File: config.mk
export PLATFORM = sky130hd
export DESIGN_NAME = mcap_top
export DESIGN_NICKNAME = d
export VERILOG_FILES = /design/src/core/mcap_pkg.sv /design/src/core/mcap_top.sv
export SDC_FILE = /design/constraint.sdc
export NUM_CORES = 1
export LEC_CHECK = 0
export BUFFER_PORTS_ARGS = -buffer_cell sky130_fd_sc_hd__buf_4
export CORE_ASPECT_RATIO = 0.7
export CORE_MARGIN = 2
export CORE_UTILIZATION = 50
export DETAILED_ROUTE_END_ITERATION = 16
export GPL_TIMING_DRIVEN = 0
export PLACE_DENSITY = 0.73
export SKIP_LAST_GASP = 1
export SLEW_MARGIN = 20
export SYNTH_ARGS = -nofsm -noshare
export SYNTH_HDL_FRONTEND = slang
export SYNTH_SLANG_ARGS = --single-unit
File: constraint.sdc
create_clock -name i_clk -period 11.3 [get_ports i_clk]
set_input_delay 0.565 -clock i_clk [delete_from_list [all_inputs] [get_ports i_clk]]
set_output_delay 0.565 -clock i_clk [all_outputs]
set_load 0.01 [all_outputs]
File: src/core/mcap_pkg.sv
// constants for the multichannel audio serial transmit port
package mcap_pkg;
	// system clock
	localparam int CLK_HZ = 100_000_000;
	localparam logic [31:0] CLK_KHZ = 32'h0001_86a0;
	// register offsets
	localparam logic [7:0] A_CTRL = 8'h00;
	localparam logic [7:0] A_MHALF = 8'h01;
	localparam logic [7:0] A_SLOT0 = 8'h08;
	localparam logic [7:0] A_SAMP0 = 8'h10;
	localparam logic [7:0] A_STATUS = 8'h18;
	localparam logic [7:0] A_FCLKS = 8'h19;
	// control register fields
	localparam int F_FMT = 0;
	localparam int F_WLEN = 2;
	localparam int F_TRI = 4;
	localparam int F_HOLD = 5;
	localparam int F_LANE2 = 6;
	localparam int F_DAISY = 7;
	localparam int F_FULL = 8;
	localparam int F_MASTER = 9;
	localparam int F_INV = 10;
	localparam int F_OFS = 11;
	localparam logic [15:0] CTRL_RST = 16'h000d;
	localparam logic [11:0] MHALF_RST = 12'h020;
	// slot entry: enable above a six-bit slot number
	localparam int F_SLOT_EN = 6;
	localparam int NCH = 8;
	localparam logic [7:0] LANE2_MASK = 8'hf0;
	// framing and word length codes
	localparam logic [1:0] FMT_I2S = 2'b01;
	localparam logic [1:0] FMT_LJ = 2'b10;
	localparam logic [1:0] WL_16 = 2'b00;
	localparam logic [1:0] WL_20 = 2'b01;
	localparam logic [1:0] WL_24 = 2'b10;
	// last bit index of a slot for 16/20/24/32 bits
	localparam logic [4:0] WL_LAST_16 = 5'h0f;
	localparam logic [4:0] WL_LAST_20 = 5'h13;
	localparam logic [4:0] WL_LAST_24 = 5'h17;
	localparam logic [4:0] WL_LAST_32 = 5'h1f;
	// master bit clock generation
	localparam int MASTER_BCLK_HZ = 12_500_000;
	localparam logic [3:0] BCLK_HALF_CLKS =
		4'(CLK_HZ / (2 * MASTER_BCLK_HZ));
	// clock detection limits
	localparam int FR_MAX_HZ = 768_000;
	localparam int FR_MIN_HZ = 7_350;
	localparam logic [15:0] FR_MIN_CLKS = 16'(CLK_HZ / FR_MAX_HZ);
	localparam int FR_MAX_CLKS_DEF = (CLK_HZ + FR_MIN_HZ - 1) / FR_MIN_HZ;
	localparam logic [31:0] BCLK_MAX_KHZ = 32'h0000_6000;
	localparam logic [31:0] BCLK_MIN_KHZ = 32'h0000_00fa;
endpackage

File: src/core/mcap_top.sv
// multichannel i2s / left-justified audio serial transmit port
//
// Function
// RULE1: i2s: left slot 0 msb on second falling bclk after frame sync falls
// RULE2: i2s: right slot 0 msb on second falling bclk after frame sync rises
// RULE3: i2s: frame sync driven and data changed on falling bit clock edges
// RULE4: slots of one half-frame follow back to back, many slots per half
// RULE5: host gives enough bit clocks per frame for all active slots
// RULE6: i2s: host holds frame sync low/high long enough for its slots
// RULE7: lj: left slot 0 msb in same cycle frame sync rises
// RULE8: lj: right slot 0 msb in same cycle frame sync falls
// RULE9: lj: later data bits and driven frame sync change on falling edges
// RULE10: lj: host holds frame sync high/low long enough for its slots
// RULE11: host should program a slot offset for fast lj bit clocks
// RULE12: each channel may sit on any of 64 slot positions
// RULE13: optional high impedance on slots no channel uses
// RULE14: optional bus holder keeps last driven data level
// RULE15: general output pin may carry a second data lane
// RULE16: general input pin feeds upstream data for daisy chaining
// RULE17: optional mode gives receiver a full bit clock per bit
// RULE18: port is master or slave for bit clock and frame sync
// RULE19: four strapped addresses plus a broadcast write
// RULE20: measure frame rate and ratio, set clock dividers unaided; code only reports the measurements
// RULE21: accept 48k family 8k-768k, ratios 16-2048, bclk to 24.576 MHz
// RULE22: accept 44.1k family 7.35k-705.6k, ratios 16-2048
// RULE23: unsupported clocking flags a clock error and mutes data
// RULE24: word length code selects 16, 20, 24 or 32 bits, 32 default
// RULE25: idle slots drive zero when high impedance is off
`timescale 1ns/1ps
`default_nettype none
module mcap_top
	import mcap_pkg::*;
#(
	parameter int FR_MAX_CLKS = FR_MAX_CLKS_DEF
) (
	input  wire logic        i_clk,
	input  wire logic        i_srst,
	input  wire logic [1:0]  i_addr_strap,
	input  wire logic [1:0]  i_target,
	input  wire logic        i_broadcast,
	input  wire logic [7:0]  i_addr,
	input  wire logic [31:0] i_wdata,
	input  wire logic        i_wr,
	input  wire logic        i_rd,
	output logic      [31:0] o_rdata,
	input  wire logic        i_bclk,
	input  wire logic        i_frame_sync_pin,
	input  wire logic        i_general_input_pin,
	output logic             o_bclk,
	output logic             o_bclk_oe,
	output logic             o_frame_sync_pin,
	output logic             o_frame_sync_oe,
	output logic             o_dout,
	output logic             o_dout_oe,
	output logic             o_general_output_pin,
	output logic             o_general_output_oe,
	output logic             o_keeper_en,
	output logic             o_clock_error,
	output logic             o_cfg_valid,
	output logic      [11:0] o_cfg_ratio,
	output logic      [15:0] o_cfg_frame_clks
);

	logic [15:0] ctrl;
	logic [11:0] mhalf;
	logic [6:0]  slot_cfg [NCH];
	logic [31:0] samp [NCH];
	logic [1:0]  strap;
	logic        sel_wr;
	logic        sel_rd;

	// strap caught while reset is held; broadcast writes reach every device
	always_ff @(posedge i_clk) begin
		if (i_srst) begin
			strap <= i_addr_strap;
		end
	end
	assign sel_wr = i_wr & (i_broadcast | (i_target == strap)); // RULE19
	assign sel_rd = i_rd & ~i_broadcast & (i_target == strap);

	// control and master half-frame length registers
	always_ff @(posedge i_clk) begin
		if (i_srst) begin
			ctrl <= CTRL_RST; // RULE24
			mhalf <= MHALF_RST;
		end else if (sel_wr && i_addr == A_CTRL) begin
			ctrl <= i_wdata[15:0];
		end else if (sel_wr && i_addr == A_MHALF) begin
			mhalf <= i_wdata[11:0];
		end
	end

	logic [1:0] fmt;
	logic [1:0] wlen;
	logic       tri_en, hold_en, lane2_en, daisy_en, full_en;
	logic       master, inv;
	logic [4:0] ofs;
	logic       is_i2s;
	logic [4:0] wl_last;
	assign fmt = ctrl[F_FMT +: 2];
	assign wlen = ctrl[F_WLEN +: 2];
	assign tri_en = ctrl[F_TRI];
	assign hold_en = ctrl[F_HOLD];
	assign lane2_en = ctrl[F_LANE2];
	assign daisy_en = ctrl[F_DAISY];
	assign full_en = ctrl[F_FULL];
	assign master = ctrl[F_MASTER];
	assign inv = ctrl[F_INV];
	assign ofs = ctrl[F_OFS +: 5];
	assign is_i2s = (fmt == FMT_I2S);

	// word length code to last bit index of a slot
	always_comb begin
		case (wlen)
			WL_16: wl_last = WL_LAST_16; // RULE24
			WL_20: wl_last = WL_LAST_20;
			WL_24: wl_last = WL_LAST_24;
			default: wl_last = WL_LAST_32;
		endcase
	end

	// master clock generator: frame sync toggles as bit clock falls
	logic [3:0]  m_div;
	logic [11:0] m_cnt;
	always_ff @(posedge i_clk) begin
		if (i_srst || !master) begin
			m_div <= 4'h0;
			m_cnt <= 12'h000;
			o_bclk <= 1'b1;
			o_frame_sync_pin <= 1'b0;
		end else if (m_div == BCLK_HALF_CLKS - 4'h1) begin // RULE18
			m_div <= 4'h0;
			o_bclk <= ~o_bclk;
			if (o_bclk && m_cnt == mhalf - 12'h001) begin
				m_cnt <= 12'h000;
				o_frame_sync_pin <= ~o_frame_sync_pin; // RULE3 RULE9
			end else if (o_bclk) begin
				m_cnt <= m_cnt + 12'h001;
			end
		end else begin
			m_div <= m_div + 4'h1;
		end
	end
	always_ff @(posedge i_clk) begin
		if (i_srst) begin
			o_bclk_oe <= 1'b0;
			o_frame_sync_oe <= 1'b0;
		end else begin
			o_bclk_oe <= master;
			o_frame_sync_oe <= master;
		end
	end

	// edge detection on the bit clock in use
	logic bclk_lvl, fs_lvl, bclk_q, fs_q, fall, rise;
	assign bclk_lvl = master ? o_bclk : (i_bclk ^ inv);
	assign fs_lvl = master ? o_frame_sync_pin : i_frame_sync_pin;
	always_ff @(posedge i_clk) begin
		if (i_srst) begin
			bclk_q <= 1'b1;
			fs_q <= 1'b0;
		end else begin
			bclk_q <= bclk_lvl;
			fs_q <= fs_lvl;
		end
	end
	assign fall = bclk_q & ~bclk_lvl;
	assign rise = ~bclk_q & bclk_lvl;

	// slot sequencer, evaluated at each falling bit clock edge
	logic       fs_seen, hs, e_side, emit, wrap;
	logic [5:0] skip, slot, e_skip, e_slot, delay;
	logic [4:0] sbit, e_bit;
	logic [5:0] gslot;
	assign hs = (fs_lvl != fs_seen);
	assign e_side = is_i2s ? fs_lvl : ~fs_lvl;
	assign delay = {1'b0, ofs} + {5'h00, is_i2s}; // RULE1 RULE2 RULE7 RULE8
	assign e_skip = hs ? delay : skip;
	assign e_bit = hs ? 5'h00 : sbit;
	assign e_slot = hs ? 6'h00 : slot;
	assign emit = (e_skip == 6'h00) && !e_slot[5];
	assign wrap = (e_bit == wl_last);
	assign gslot = {e_side, e_slot[4:0]};
	always_ff @(posedge i_clk) begin
		if (i_srst) begin
			fs_seen <= 1'b0;
			skip <= 6'h00;
			sbit <= 5'h00;
			slot <= 6'h20;
		end else if (fall) begin
			fs_seen <= fs_lvl;
			skip <= (e_skip == 6'h00) ? 6'h00 : e_skip - 6'h01;
			if (emit) begin // RULE4
				sbit <= wrap ? 5'h00 : e_bit + 5'h01;
				slot <= wrap ? e_slot + 6'h01 : e_slot;
			end else begin
				sbit <= e_bit;
				slot <= e_slot;
			end
		end
	end

	// per channel registers, slot match and bit select
	logic [NCH-1:0] hit, bitv;
	genvar c;
	generate
		for (c = 0; c < NCH; c++) begin : g_ch
			always_ff @(posedge i_clk) begin
				if (i_srst) begin
					slot_cfg[c] <= 7'h00;
					samp[c] <= 32'h0000_0000;
				end else if (sel_wr && i_addr == A_SLOT0 + 8'(c)) begin
					slot_cfg[c] <= i_wdata[6:0];
				end else if (sel_wr && i_addr == A_SAMP0 + 8'(c)) begin
					samp[c] <= i_wdata;
				end
			end
			assign hit[c] = emit && slot_cfg[c][F_SLOT_EN] &&
				(slot_cfg[c][5:0] == gslot); // RULE12
			assign bitv[c] = samp[c][~e_bit];
		end
	endgenerate

	// lane split and idle-slot policy
	logic [NCH-1:0] m1, m0;
	logic [1:0]     n0, n1;
	function automatic logic [1:0] drv(input logic on, input logic h,
		input logic v, input logic chain);
		if (!on) begin
			drv = 2'b00;
		end else if (h) begin
			drv = {1'b1, v & ~o_clock_error}; // RULE23
		end else if (chain) begin
			drv = {1'b1, i_general_input_pin}; // RULE16
		end else if (tri_en) begin
			drv = 2'b00; // RULE13
		end else begin
			drv = 2'b10; // RULE25
		end
	endfunction
	assign m1 = lane2_en ? LANE2_MASK : 8'h00; // RULE15
	assign m0 = ~m1;
	assign n0 = drv(1'b1, |(hit & m0), |(hit & bitv & m0), daisy_en);
	assign n1 = drv(lane2_en, |(hit & m1), |(hit & bitv & m1), 1'b0);

	// launch on the falling edge, or one half cycle later on the rising edge
	logic [1:0] pend0, pend1;
	logic       launch;
	logic [1:0] l0, l1;
	assign launch = full_en ? rise : fall; // RULE17
	assign l0 = full_en ? pend0 : n0;
	assign l1 = full_en ? pend1 : n1;
	always_ff @(posedge i_clk) begin
		if (i_srst) begin
			pend0 <= 2'b00;
			pend1 <= 2'b00;
		end else if (fall) begin
			pend0 <= n0;
			pend1 <= n1;
		end
	end
	always_ff @(posedge i_clk) begin
		if (i_srst) begin
			o_dout <= 1'b0;
			o_dout_oe <= 1'b0;
			o_general_output_pin <= 1'b0;
			o_general_output_oe <= 1'b0;
			o_keeper_en <= 1'b0;
		end else begin
			o_keeper_en <= hold_en; // RULE14
			if (launch) begin // RULE3 RULE9
				o_dout_oe <= l0[1];
				o_dout <= l0[1] ? l0[0] : (hold_en & o_dout);
				o_general_output_oe <= l1[1];
				o_general_output_pin <= l1[1] ? l1[0] :
					(hold_en & o_general_output_pin);
			end
		end
	end

	// frame rate and ratio measurement
	logic [15:0] fclk;
	logic [11:0] rcnt;
	logic        seen, ratio_ok, cfg_ok;
	always_comb begin
		case (rcnt)
			12'h010, 12'h018, 12'h020, 12'h030, 12'h040, 12'h060,
			12'h080, 12'h0c0, 12'h100, 12'h180, 12'h200, 12'h400,
			12'h800: ratio_ok = 1'b1;
			default: ratio_ok = 1'b0;
		endcase
	end
	assign cfg_ok = ratio_ok && fclk >= FR_MIN_CLKS && // RULE21 RULE22
		fclk <= 16'(FR_MAX_CLKS) &&
		32'(rcnt) * CLK_KHZ <= 32'(fclk) * BCLK_MAX_KHZ &&
		32'(rcnt) * CLK_KHZ >= 32'(fclk) * BCLK_MIN_KHZ;
	always_ff @(posedge i_clk) begin
		if (i_srst) begin
			fclk <= 16'h0000;
			rcnt <= 12'h000;
			seen <= 1'b0;
			o_clock_error <= 1'b0;
			o_cfg_valid <= 1'b0;
			o_cfg_ratio <= 12'h000;
			o_cfg_frame_clks <= 16'h0000;
		end else if (fs_lvl && !fs_q) begin
			fclk <= 16'h0001;
			rcnt <= {11'h000, rise};
			seen <= 1'b1;
			if (seen) begin // RULE20
				o_cfg_ratio <= rcnt;
				o_cfg_frame_clks <= fclk;
				o_cfg_valid <= cfg_ok;
				o_clock_error <= ~cfg_ok; // RULE23
			end
		end else begin
			if (fclk != 16'hffff) begin
				fclk <= fclk + 16'h0001;
			end
			if (rise && rcnt != 12'hfff) begin
				rcnt <= rcnt + 12'h001;
			end
			if (seen && fclk > 16'(FR_MAX_CLKS)) begin
				o_clock_error <= 1'b1;
				o_cfg_valid <= 1'b0;
			end
		end
	end

	// register read port, data one cycle after the strobe
	always_ff @(posedge i_clk) begin
		if (i_srst) begin
			o_rdata <= 32'h0000_0000;
		end else if (!sel_rd) begin
			o_rdata <= 32'h0000_0000;
		end else if (i_addr == A_CTRL) begin
			o_rdata <= {16'h0000, ctrl};
		end else if (i_addr == A_MHALF) begin
			o_rdata <= {20'h00000, mhalf};
		end else if (i_addr[7:3] == A_SLOT0[7:3]) begin
			o_rdata <= {25'h0000000, slot_cfg[i_addr[2:0]]};
		end else if (i_addr[7:3] == A_SAMP0[7:3]) begin
			o_rdata <= samp[i_addr[2:0]];
		end else if (i_addr == A_STATUS) begin
			o_rdata <= {18'h00000, o_cfg_valid, o_clock_error, o_cfg_ratio};
		end else if (i_addr == A_FCLKS) begin
			o_rdata <= {16'h0000, o_cfg_frame_clks};
		end else begin
			o_rdata <= 32'h0000_0000;
		end
	end
endmodule
`default_nettype wire

Word-level counts from Yosys, hierarchy flattened
Memory sizes are Yosys's and may differ from the RTL's.
Cells that the tools add are included.
- $add $sub $neg: 9
- multiply operators: 3
- magnitude comparators: 6
- equality and inequality tests: 53
- multiplexer cells: 132
- bitwise operators: 44
- reductions and logical operators: 68
- operators by type and width (cell ; count):
    32-bit 2-to-1 mux ; 9
    1-bit 2-to-1 mux ; 83
    8-bit by 5-bit == test with 1-bit output (second input constant) ; 10
    16-bit 2-to-1 mux ; 5
    8-bit by 4-bit == test with 1-bit output (second input constant) ; 8
    7-bit 2-to-1 mux ; 8
    6-bit == test ; 8
    1-bit logical AND ; 43
    8-bit bitwise AND ; 5
    1-bit binary-select mux with 5-bit select ; 8
    8-bit OR reduction ; 4
    29-bit by 31-bit less-or-equal comparator with 1-bit output ; 1
    6-bit 2-to-1 mux ; 5
    29-bit by 24-bit >= comparator with 1-bit output ; 1
    12-bit by 1-bit adder with 12-bit output (second input constant) ; 2
    12-bit by 5-bit == test with 1-bit output (second input constant) ; 2
    12-bit by 6-bit == test with 1-bit output (second input constant) ; 2
    12-bit by 7-bit == test with 1-bit output (second input constant) ; 2
    12-bit by 8-bit == test with 1-bit output (second input constant) ; 2
    12-bit by 9-bit == test with 1-bit output (second input constant) ; 2
    12-bit by 12-bit multiplier with 24-bit output (second input constant) ; 1
    12-bit 2-to-1 mux ; 2
    16-bit by 7-bit multiplier with 23-bit output (second input constant) ; 1
    16-bit by 2-bit multiplier with 18-bit output (second input constant) ; 1
    47 further kinds ; 100
- register bits after elaboration: 169
- RAM bits: 312
- input bits: 52
- output and inout port bits: 71
- word-level logic and storage cells: 349
- memories: 2
- memory list (name ; words ; bits a word ; rd ports ; clocked after memory_dff ; wr ports ; line ; RTL):
    samp ; 8 ; 32 ; 9 ; 0 ; 8 ; mcap_top.sv:67 ; logic [31:0] samp [NCH];
    slot_cfg ; 8 ; 7 ; 9 ; 0 ; 8 ; mcap_top.sv:66 ; logic [6:0] slot_cfg [NCH];

Depth between registers and ports, before layout
- depth after elaboration: 15
- gate-level depth with buffers: 27
- mapped depth without buffers: 27

Least setup slack after synthesis
OpenSTA, ideal clock, no wires.
- kind: flip-flop to flip-flop
- from: register fclk[3]
- to: register o_cfg_valid
- library setup time: 0.115 ns
- data arrival time: 6.293 ns
- data required time: 11.185 ns
- path slack: 4.893 ns
- stages on the path, launching flop included: 25
- buffers on the path: 0
- cell sequence: dfxtp_1 -> inv_1 -> fa_1 -> fa_1 -> fa_1 -> inv_1 -> fa_1 -> ha_1 -> or2_2 -> a21oi_1 -> a21oi_1 -> a21o_1 -> a211o_1 -> nand2_1 -> ha_1 -> a21o_1 -> a21o_1 -> a21o_1 -> a21o_1 -> a21oi_1 -> nor3_1 -> or3_1 -> or4_1 -> o311a_1 -> o21a_1
- word-level cells in the longest chain between the ends: 7
- elaborated cells between the ends (all ways): 16
- classes of those cells: mul: 2; order compare: 5; mux: 2; reduce/logical: 7
- ends and longest elaborated chain (element ; line ; RTL):
    start, declared ; mcap_top.sv:282 ; logic [15:0] fclk;
    start signal, assigned ; mcap_top.sv:318 ; fclk <= fclk + 16'h0001;
    branches (longest 7 deep; another with 29-bit by 31-bit less-or-equal comparator with 1-bit output) ; - ;
    end signal, assigned ; mcap_top.sv:313 ; o_cfg_valid <= cfg_ok;
    end, declared ; mcap_top.sv:59 ; output logic o_cfg_valid,
Several ways; the timed one is not identified. The select of a mux whose other input is x is not followed.
A chain may end at the register's enable or synchronous reset.

Worst setup path after layout
- from: register fclk[0]
- to: register o_cfg_valid
The elaborated chain is that of the path after synthesis.

==> impl_results.md <==
- Final setup TNS: 0 ns
- Sequential element share of the synthesized area: 40.0%
- Worst-margin pin slew: 1.46 ns
- Area contributors post-synth: edfxtp_1 (30%), dfxtp_1 (10%), ha_1 (8.6%)
- Leak pwr: 14.4 nW
- Final worst-path cycle share: 66.7%
- Peak Freq: 0.133 GHz
- Maxcap violations: 1
- Hold Fails Final Rpt: 0
- Antenna Nets Post-Route: 0
- Worst skew pair latency: 0.62 ns
- DRT iter0 DRCs: 4557
- Max Slew Vio Count: 0
- Routed WL per cell: 28.8 um
- CTS tree: yes
- Ys async rst share: 0%
- Final GP Congestion: 1.09
- Total GRT Usage: 35.5%
- Die W: 306 um
- Final setup viols: 0
- Die area: 0.0659 mm^2
- Most Frequent Cell on Critical Path: a21o_1
- Largest net degree at the start of global routing: 22
- Largest stage delay, worst path: 0.66 ns
- Area growth from synthesis to layout: 12.9%
- P per Cell Area: 116 mW/mm^2
- Area of the core: 0.0631 mm^2
- Sequential power share: 46.2%
- CTS clk-pin slew, worst paths: 0.06 ns
- Worst path top cell family by delay: compound AO/OA/AOI/OAI gates
- Switch share: 25.7%
- Status: finished with violations
- Setup crit end kind: flip-flop
- CP max FO: 9
- PostCTS Resize Cnt: 0
- Number of top-level pins: 123
- Tmin final: 7.54 ns
- Clock tree root driver cell: clkbuf_16
- Yosys top cell area share: 29.5%
- Critical path class: flip-flop to flip-flop
- Clock Power Share: 43.6%
- Commonest cells in the netlist: and2_1 (332), edfxtp_1 (314), nand2_1 (268)
- Place WS: 3.94 ns
- Critical Path Start Type: flip-flop
- Total number of yosys warnings: 0
- CTS H-tree depth: 2
- Post-Syn Nets: 3425
- First-pass DRT Iterations: 7
- First-pass GRT wire length: 170 mm
- Unique masters post-synth: 89
- Syn Area/Cell: 10.4 um^2
- Main synth FF type: edfxtp_1
- Final WL: 119 mm
- Vias per cell: 6.50
- Port bufs: 120
- Final core utilization: 57.1%
- FF+latch count, synth: 481
- Post-CTS setup buffer count: 0
- Crit-path slowest cell: dfxtp_1
- Initial antenna violation count: 9
- Failing checks: max-capacitance violations
- Placement Cell Area: 0.0342 mm^2
- Most frequent cell after synthesis: and2_1
- Dominant cell type by area after synthesis: edfxtp_1
- Row count: 77
- Clk sink count: 481
- Crit path arrival time: 8.04 ns
- Hpwl dp: 93.1 mm
- Final instance area: 0.0360 mm^2
- VDD IR max: 0.107 mV
- EDFF count, synth: 314
- Clock buffer depth: 3
- Final setup margin: 3.76 ns
- Post-route insts no fill: 4129
- Via count: 26.8k
- Die Span Y: 215 um
- Cell count after synthesis: 3071
- CP bufs+invs: 3
- Layout cells sized above 1: 11.5%
- Post-CTS Hold Buffers: 0
- P_int: 3.12 mW
- Mapped Area: 0.0319 mm^2
- Vias in the first global route: 24.5k
- Cells after DPL: 4032
- GR Overflow Total: 0
- Gate power share: 10.2%
- Data required, critical path: 11.80 ns
- Worst Skew: 0.0276 ns
- Switching Power: 1.08 mW
- Initial Util: 50.6%
- DRC viols: 0
- Final nets: 3608
- Slew margin rel.: 1.06%
- CTS Buf Count: 49
- RSZ-0062 raised after global routing: false
- Min-Delay Path Class: primary input to flip-flop
metrics by stage:
step                      power, mW  hold slack [ns]
after global placement         2.36            0.438
after global routing           4.27            0.149
after CTS                      4.16            0.134
after detailed placement       2.37            0.453
final                          4.20            0.145
after floorplan                2.18            0.428
placed cells by master (no fill, tap or decap), types with 28 or more instances in the layout:
| master | instances |
|---|---|
| nand2_1 | 268 |
| mux2i_1 | 105 |
| dfxtp_1 | 167 |
| nor3_1 | 51 |
| a22oi_1 | 28 |
| and3_1 | 29 |
| edfxtp_1 | 314 |
| buf_4 | 130 |
| ha_1 | 220 |
| fa_1 | 82 |
| nor2_1 | 181 |
| a21oi_1 | 164 |
| xor2_1 | 43 |
| inv_1 | 179 |
| clkbuf_16 | 49 |
| xnor2_1 | 97 |
| and2_1 | 332 |
| a221oi_1 | 33 |
| mux4_2 | 82 |
| clkbuf_1 | 114 |
| nand3_1 | 71 |
| o21ai_0 | 81 |
power groups by stage:
stage               logic [mW]  registers [mW]  clock network, mW
global placement         0.386            1.98                  0
detailed placement       0.402            1.97                  0
floorplan                0.225            1.96                  0
CTS                      0.404            1.93               1.82
finish                   0.430            1.94               1.83
global route             0.438            1.94               1.89
sequential cells by signal, summed over array words and instances, names as in the netlist, 2 cells and up:
register and flops:
pend0 2, strap 2, slot_cfg 56, sbit 5
samp 256, mhalf 12, fclk 16, ctrl 16
m_cnt 12, rcnt 12, o_cfg_ratio 12, slot 6
pend1 2, m_div 4, o_rdata 32, skip 6
o_cfg_frame_clks 16
routing by layer:
metal  global-route usage, %  share of wire (%)  vias up
met5                    1.67               0.14        -
met2                    42.9                 36     2133
li1                        -                  -    11419
met4                    9.97                3.1        4
met1                    54.9                 43    13028
met3                    16.2                 18      248
worst reg2reg max path, stage by stage (launching register included):
cell	delay [ns]
dfxtp_1	0.66
inv_1	0.29
ha_1	0.43
ha_1	0.31
inv_1	0.05
fa_1	0.49
fa_1	0.51
inv_1	0.05
ha_1	0.33
nor2b_1	0.15
o21ai_0	0.30
a21oi_1	0.14
o21ai_0	0.39
a21oi_1	0.17
a21o_1	0.22
a211o_1	0.28
nand2_1	0.07
ha_1	0.25
a21o_1	0.21
a21o_1	0.17
a21o_1	0.17
a21o_1	0.17
a21oi_1	0.15
nor3_1	0.05
or3_1	0.29
or4_1	0.48
o311a_1	0.42
o21a_1	0.22
worst paths after layout:
path / to / startpoint / slack, ns / cells after the start
setup / recovery: o_cfg_valid / fclk[0] / 3.76 / 27
hold / removal: strap[0] / i_addr_strap[0] / 0.15 / 1
setup reg to reg: o_cfg_valid / fclk[0] / 3.76 / 27
hold reg to reg: m_div[0] / m_div[0] / 0.46 / 1
area by class of cell:
cell class              count  area [um^2]
clock buffers              60         1340
well taps                 829         1040
fillers                  5380        27100
clock inverters            31          445
flip-flops and latches    481        12800
plain buffers             157          661
repair buffers            132         1140
diodes                      6         15.0
multi-input cells        2252        18000
inverters                 181          679
kinds of logic after synthesis:
logic type	after synthesis	synth area share [%]
AOI/OAI and AO/OA	522	10.6
xor gates and xnor gates	145	4.14
adders and majority gates	302	13.8
buffers and inverters	338	4.18
DFF	481	40.0
muxes	202	9.68
and+or+nand+nor	1081	17.7
(Power assumes the default switching activity.)
